===== src/hdl/thumbwheel_params.svh =====
// Purpose: timing and layout constants for the thumbwheel scanner
// Assumes: core clock of 20 MHz
// Notes:   times are given in their own unit, counts derived from them
`ifndef THUMBWHEEL_PARAMS_SVH
`define THUMBWHEEL_PARAMS_SVH

`define CLK_FREQ_HZ      20000000
`define STEP_TIME_MS     100
`define STEP_CYCLES      ((`CLK_FREQ_HZ / 1000) * `STEP_TIME_MS)
`define DIGIT_COUNT      4
`define DIGIT_BITS       4
`define MAX_BANKS        2
`define RESULT_BITS      16
`define RESULT_RESET     16'h0000
`define STROBE_RESET     4'h0

`endif


===== src/hdl/thumbwheel_pkg.sv =====
// Purpose: types shared by the thumbwheel scanner
// Assumes: constants come from thumbwheel_params.svh
// Notes:   packed structs carry grouped signals
package thumbwheel_pkg;

    // one result word per bank
    typedef struct packed {
        logic [15:0] bank1;
        logic [15:0] bank0;
    } result_pair_t;

    // scanner sequencing states
    typedef enum logic [0:0] {
        ST_IDLE,
        ST_SCAN
    } scan_state_t;

endpackage


===== src/hdl/bcd_thumbwheel_scanner.sv =====
// Purpose: time-division reader for one or two banks of BCD thumbwheels
// Assumes: sense lines are asynchronous pins; single 20 MHz clock
// Notes:   all outputs are registered; results held while disabled
//
// Overview of operation
// - strobe digits one at a time from first, 100 ms per step
// - each bank holds four decimal digits, value 0 to 9999
// - convert sampled BCD digits to binary before storing
// - bank one goes to base result word, bank two to base plus one
// - one bank samples lines 0..3 under the four strobes
// - two banks also sample lines 4..7 into the second word
// - complete flag low while idle or scanning, except high for the first step after a full cycle
// - on enable drop keep results, drive all strobes low
// - all four strobes driven; unused ones left unconnected outside
// - eight sense lines, upper four used only with two banks
// - two banks occupy two consecutive result words
// - while enabled repeat the four-strobe cycle every 400 ms
`timescale 1ns/100ps
`include "thumbwheel_params.svh"

module bcd_thumbwheel_scanner #(
    parameter int unsigned STEP_CYCLES = `STEP_CYCLES
) (
    // clock and reset
    input  wire logic                        core_clk,
    input  wire logic                        reset,
    // control
    input  wire logic                        scanEnable,
    input  wire logic                        twoBanks,
    // switch side
    input  wire logic [7:0]                  senseLines,
    output logic      [3:0]                  strobeOut,
    // results
    output thumbwheel_pkg::result_pair_t     resultWords,
    output logic                             scanComplete
);

    ////////////////////////////////////////////////////////////////////
    // declarations
    logic [7:0]                  senseS1_ff;
    logic [7:0]                  senseS2_ff;
    logic [7:0]                  senseS3_ff;
    logic [7:0]                  senseClean_ff;
    logic [31:0]                 stepCnt_ff;
    logic [1:0]                  digit_ff;
    logic [15:0]                 acc0_ff;
    logic [15:0]                 acc1_ff;
    logic                        twoBanksLat_ff;
    thumbwheel_pkg::scan_state_t state_ff;
    logic                        stepDone;

    // weight a bcd digit by its decade and add it to the running sum
    function automatic logic [15:0] add_digit(
        input logic [15:0] sum,
        input logic [3:0]  bcd,
        input logic [1:0]  pos
    );
        logic [15:0] w;
        w = 16'h0001;
        case (pos)
            2'h0:    w = 16'h0001;
            2'h1:    w = 16'h000A;
            2'h2:    w = 16'h0064;
            2'h3:    w = 16'h03E8;
            default: w = 16'h0001;
        endcase
        // codes above nine are clamped so a bank never passes 9999
        if (bcd > 4'h9) begin
            bcd = 4'h9;
        end
        add_digit = 16'(sum + 16'(w * {12'h000, bcd}));
    endfunction

    ////////////////////////////////////////////////////////////////////
    // pin synchroniser: a change counts once stages two and three agree
    always_ff @(posedge core_clk) begin
        if (reset) begin
            senseS1_ff <= 8'h00;
            senseS2_ff <= 8'h00;
            senseS3_ff <= 8'h00;
        end else begin
            senseS1_ff <= senseLines;
            senseS2_ff <= senseS1_ff;
            senseS3_ff <= senseS2_ff;
        end
    end

    // per-bit agreement filter
    always_ff @(posedge core_clk) begin
        if (reset) begin
            senseClean_ff <= 8'h00;
        end else begin
            for (int i = 0; i < 8; i++) begin
                if (senseS2_ff[i] == senseS3_ff[i]) begin
                    senseClean_ff[i] <= senseS3_ff[i];
                end
            end
        end
    end

    ////////////////////////////////////////////////////////////////////
    // step timer; the last cycle of a step is the sampling point
    assign stepDone = (stepCnt_ff == STEP_CYCLES - 1);

    // 100 ms step timing
    // held at zero through the idle cycle, else the first step is short
    always_ff @(posedge core_clk) begin
        if (reset || !scanEnable) begin
            stepCnt_ff <= 32'h0000_0000;
        end else if (stepDone || state_ff != thumbwheel_pkg::ST_SCAN) begin
            stepCnt_ff <= 32'h0000_0000;
        end else begin
            stepCnt_ff <= stepCnt_ff + 32'h0000_0001;
        end
    end

    ////////////////////////////////////////////////////////////////////
    // sequencer state and digit pointer
    // repeat while enabled
    always_ff @(posedge core_clk) begin
        if (reset || !scanEnable) begin
            state_ff <= thumbwheel_pkg::ST_IDLE;
            digit_ff <= 2'h0;
        end else begin
            case (state_ff)
                thumbwheel_pkg::ST_IDLE: begin
                    state_ff <= thumbwheel_pkg::ST_SCAN;
                    digit_ff <= 2'h0;
                end
                thumbwheel_pkg::ST_SCAN: begin
                    if (stepDone) begin
                        digit_ff <= digit_ff + 2'h1; // wraps after fourth
                    end
                end
                default: begin
                    state_ff <= thumbwheel_pkg::ST_IDLE;
                end
            endcase
        end
    end

    // bank count is latched at cycle start so a mid-cycle change is safe
    // only one or two banks
    always_ff @(posedge core_clk) begin
        if (reset) begin
            twoBanksLat_ff <= 1'b0;
        end else if (state_ff == thumbwheel_pkg::ST_IDLE ||
                     (stepDone && digit_ff == 2'h3)) begin
            twoBanksLat_ff <= twoBanks;
        end
    end

    ////////////////////////////////////////////////////////////////////
    // strobe outputs: one-hot on the current digit, all low when idle
    // strobes off on disable
    always_ff @(posedge core_clk) begin
        if (reset || !scanEnable) begin
            strobeOut <= `STROBE_RESET;
        end else if (state_ff == thumbwheel_pkg::ST_IDLE) begin
            strobeOut <= 4'h1;
        end else if (stepDone) begin
            strobeOut <= 4'(4'h1 << (digit_ff + 2'h1));
        end
    end

    ////////////////////////////////////////////////////////////////////
    // accumulate digits at end of each step
    // sample at step end
    always_ff @(posedge core_clk) begin
        if (reset || !scanEnable) begin
            acc0_ff <= 16'h0000;
            acc1_ff <= 16'h0000;
        end else if (state_ff == thumbwheel_pkg::ST_SCAN && stepDone) begin
            if (digit_ff == 2'h0) begin
                acc0_ff <= add_digit(16'h0000, senseClean_ff[3:0], 2'h0);
                acc1_ff <= add_digit(16'h0000, senseClean_ff[7:4], 2'h0);
            end else begin
                acc0_ff <= add_digit(acc0_ff, senseClean_ff[3:0], digit_ff);
                acc1_ff <= add_digit(acc1_ff, senseClean_ff[7:4], digit_ff);
            end
        end
    end

    ////////////////////////////////////////////////////////////////////
    // result words updated once per full cycle, held otherwise
    // binary result
    always_ff @(posedge core_clk) begin
        if (reset) begin
            resultWords.bank0 <= `RESULT_RESET;
            resultWords.bank1 <= `RESULT_RESET;
        end else if (scanEnable && state_ff == thumbwheel_pkg::ST_SCAN &&
                     stepDone && digit_ff == 2'h3) begin
            resultWords.bank0 <= add_digit(acc0_ff, senseClean_ff[3:0],
                                           2'h3);
            if (twoBanksLat_ff) begin
                resultWords.bank1 <= add_digit(acc1_ff,
                                               senseClean_ff[7:4], 2'h3);
            end
        end
    end

    ////////////////////////////////////////////////////////////////////
    // completion flag: rises at the end of each full cycle, and stays
    // up through the first step of the next cycle so a single-shot user can see it
    // complete flag
    always_ff @(posedge core_clk) begin
        if (reset || !scanEnable) begin
            scanComplete <= 1'b0;
        end else if (state_ff == thumbwheel_pkg::ST_SCAN && stepDone) begin
            scanComplete <= (digit_ff == 2'h3);
        end
    end

endmodule // bcd_thumbwheel_scanner


===== config.mk =====
export PLATFORM = sky130hd
export DESIGN_NAME = bcd_thumbwheel_scanner
export DESIGN_NICKNAME = d
export VERILOG_FILES = /design/src/hdl/thumbwheel_pkg.sv /design/src/hdl/bcd_thumbwheel_scanner.sv
export VERILOG_INCLUDE_DIRS = /design/src /design/src/hdl
export SDC_FILE = /design/constraint.sdc
export NUM_CORES = 1
export LEC_CHECK = 0
export ABC_AREA = 1
export BUFFER_PORTS_ARGS = -buffer_cell sky130_fd_sc_hd__buf_2
export CORE_MARGIN = 2
export CORE_UTILIZATION = 46
export DETAILED_ROUTE_END_ITERATION = 10
export MAX_ROUTING_LAYER = met4
export PLACE_DENSITY = 0.63
export SLEW_MARGIN = 20
export SYNTH_ARGS = -nofsm -noshare
export SYNTH_HDL_FRONTEND = slang
export SYNTH_SLANG_ARGS = --single-unit

===== constraint.sdc =====
create_clock -name core_clk -period 3.9 [get_ports core_clk]
set_input_delay 0.195 -clock core_clk [delete_from_list [all_inputs] [get_ports core_clk]]
set_output_delay 0.195 -clock core_clk [all_outputs]
set_load 0.05 [all_outputs]

==> flow_metrics.env <==
export IMPL_status="complete, no violations"
export IMPL_synth_area_um2=10700
export IMPL_antenna_cells=0
export IMPL_synthTopCellsByArea="dfxtp_1, nand2_1, ha_1"
export IMPL_drt_iter0_drc=488
export IMPL_min_period_over_period_pct=96.7
export IMPL_port_buffer_count=48
export IMPL_dieHeight_um=157
export IMPL_synth_cell_types=35
export IMPL_syn2layout_area_growth_pct=18.6
export IMPL_drc=0
export IMPL_endpoint_kind="flip-flop"
export IMPL_grt_max_degree=66
export IMPL_ctsLongestPathBuffers=2
export IMPL_fmax_mhz=265
export IMPL_yosysTopAreaCell="dfxtp_1"
export IMPL_die_x_um=157
export IMPL_ir_drop_uv=244
export IMPL_final_cells=1982
export IMPL_core_area_um2=22800
export IMPL_ant_nets=0
export IMPL_gp_congestion=0.945
export IMPL_hold_class="input pin to flip-flop"
export IMPL_dieArea_um2=24500
export IMPL_cellLeakagePower_nw=6.42
export IMPL_maxCapViolations=0
export IMPL_ys_flop_type="dfxtp_1"
export IMPL_hold_viol=0
export IMPL_ys_ff_latch=137
export IMPL_final_core_utilization_pct=55.8
export IMPL_clock_latency_ns=0.43
export IMPL_hpwlAfterDp_um=20600
export IMPL_grt_pass1_wl_um=43600
export IMPL_fin_skew_ns=0.0146
export IMPL_arrival_ns=4.13
export IMPL_num_vias=9630
export IMPL_place_ws_ns=-0.0478
export IMPL_overflow=0
export IMPL_clockRootBuffer="clkbuf_16"
export IMPL_post_drt_via_cell_ratio=4.86
export IMPL_critPathKind="flip-flop to flip-flop"
export IMPL_slew_viol_final=0
export IMPL_start_kind="flip-flop"
export IMPL_finalSetupViolCount=0
export IMPL_async_flop_share_pct=0
export IMPL_dr_pass1_iters=5
export IMPL_ioPinCount=49
export IMPL_place_inst=1935
export IMPL_tightestPinTransition_ns=0.654
export IMPL_cts_max_level=4
export IMPL_synth_edf_count=0
export IMPL_synth_common_cells="nand2_1, inv_1, nor2_1"
export IMPL_seq_area_frac_synth_pct=25.6
export IMPL_crit_required_ns=4.25
export IMPL_cts_tree="built"
export IMPL_synthCells=1541
export IMPL_critPathMaxFanout=4
export IMPL_wirelength_um=26900
export IMPL_rows=55
export IMPL_grt_pass1_vias=9165
export IMPL_start_util_pct=47.0
export IMPL_relSlewSlack_pct=56.3
export IMPL_power_density_nw_per_um2=238
export IMPL_cts_buffers=17
export IMPL_filler_cell_count=2251
export IMPL_setup_ws_ns=0.127
export IMPL_drive_above_1_share_pct=14.8
export IMPL_wl_per_cell_um=13.6
export IMPL_min_period_ns=3.77
export IMPL_avgSynthCellArea_um2=6.95
export IMPL_grt_setup_unrepaired="true"
export IMPL_synth_warning_count=0
export IMPL_num_nets_final=1837
export IMPL_yosysMostFrequentCell="nand2_1"
export IMPL_synth_top_area_share_pct=25.6
export IMPL_grtUsageTotal_pct=22.9
export IMPL_path_clk_slew_ns=0.06
export IMPL_antenna_found_initial=0
export IMPL_clock_sink_count=137
==> cells in the final DEF (no fill, tap or decap), drive strengths merged, types with 2 or more instances in the layout <==
cell type and n:
a211oi 6, nand2 360, o21ai 36, dlygate4sd3 9, dfxtp 137, o21bai 3, nor4 2, nand3b 10
fa 62, clkinv 5, clkbuf 20, nor2 178, inv 326, nand3 91, nand4 22, buf 115
xor2 24, a21oi 109, a21o 5, nor3b 2, ha 107, xnor2 9, nor3 19, a31oi 3
clkinvlp 4, conb 2
==> per-layer routing <==
| metal | track usage, % | vias to the layer above | routed length, um |
|---|---|---|---|
| met1 | 28.7 | 4423 | 12500 |
| met5 | - | - | 0 |
| met4 | 5.72 | 0 | 514 |
| li1 | - | 4997 | - |
| met3 | 3.30 | 41 | 888 |
| met2 | 39.2 | 169 | 13000 |
==> per-stage QoR <==
stage	power, W	TNS (ns)	cell area [um2]	hold slack (ns)
2_1_floorplan	0.00149	0	10800	0.283
3_3_place_gp	0.00152	0	11700	0.395
3_5_place_dp	0.00152	-0.118	11700	0.397
4_1_cts	0.00305	0	12300	0.0373
5_1_grt	0.00311	-0.142	12700	0.0531
6_report	0.00302	0	12700	0.0465
==> what timing repair did <==
item	CTS	global route
endpoints found under the hold margin	9	0
setup buffers	0	5
resized for setup	8	77
pin swaps	0	20
gates cloned	0	1
setup endpoints to repair	7	19
hold buffers	9	0
==> worst paths after layout <==
kind / depth (start not counted) / endpoint / slack, ns / startpoint
hold reg to reg: 2 / senseS2_ff[3]$_SDFF_PP0_ / 0.40 / senseS1_ff[3]$_SDFF_PP0_
setup reg to reg: 21 / acc1_ff[8]$_SDFFE_PN0P_ / 0.13 / digit_ff[0]$_SDFFE_PN0P_
setup / recovery: 21 / acc1_ff[8]$_SDFFE_PN0P_ / 0.13 / digit_ff[0]$_SDFFE_PN0P_
hold / removal: 3 / twoBanksLat_ff$_SDFFE_PP0P_ / 0.05 / twoBanks
==> layout make-up <==
cell class / instances / area, um2 / share of cell area, %
Clock buffer: 20 / 447 / 3.52
Clock inverter: 12 / 92.6 / 0.729
Inverter: 323 / 1220 / 9.59
Multi-Input combinational cell: 1053 / 6960 / 54.8
Sequential cell: 137 / 2750 / 21.7
Tap cell: 313 / 392 / 3.08
Timing Repair Buffer: 124 / 838 / 6.60
==> cell families (layout without fill, tap and decap cells) <==
group | Yosys count | in the layout | share of synthesized area [%]
DFF | 137 | 137 | 25.6
muxes | 1 | 1 | 0.0935
AOI/OAI and AO/OA | 163 | 163 | 8.03
other | 1 | 2 | 0.0350
buffers and inverters | 352 | 479 | 12.6
and+or+nand+nor | 685 | 685 | 26.9
xor gates and xnor gates | 33 | 33 | 2.70
adders and majority gates | 169 | 169 | 24.1
==> report_power, final <==
part           switching (W)  internal, W
logic              0.0000500    0.0000255
clock network       0.000691     0.000837
registers         0.00000669      0.00141
total               0.000748      0.00227
==> worst max-delay path: stages (launching register included) <==
cell and delay (ns):
dfxtp_4 0.39, inv_4 0.05, ha_4 0.16, nor2_2 0.11, buf_2 0.17, nand2_1 0.08
fa_1 0.55, inv_1 0.05, ha_1 0.28, inv_1 0.05, fa_1 0.50, inv_1 0.07
ha_4 0.25, buf_4 0.15, nand3_1 0.10, nand3_2 0.10, buf_4 0.16, nand2_1 0.09
nand2_1 0.08, nand2_1 0.07, nand4_1 0.09, a21oi_1 0.14
==> registers in the layout, summed over array words and instances, names as in the netlist, 2 cells and up <==
signal	flops
resultWords	32
stepCnt_ff	32
acc0_ff	16
acc1_ff	16
senseClean_ff	8
senseS1_ff	8
senseS2_ff	8
senseS3_ff	8
strobeOut	4
digit_ff	2
No activity file was read; power rests on OpenSTA's default activity.
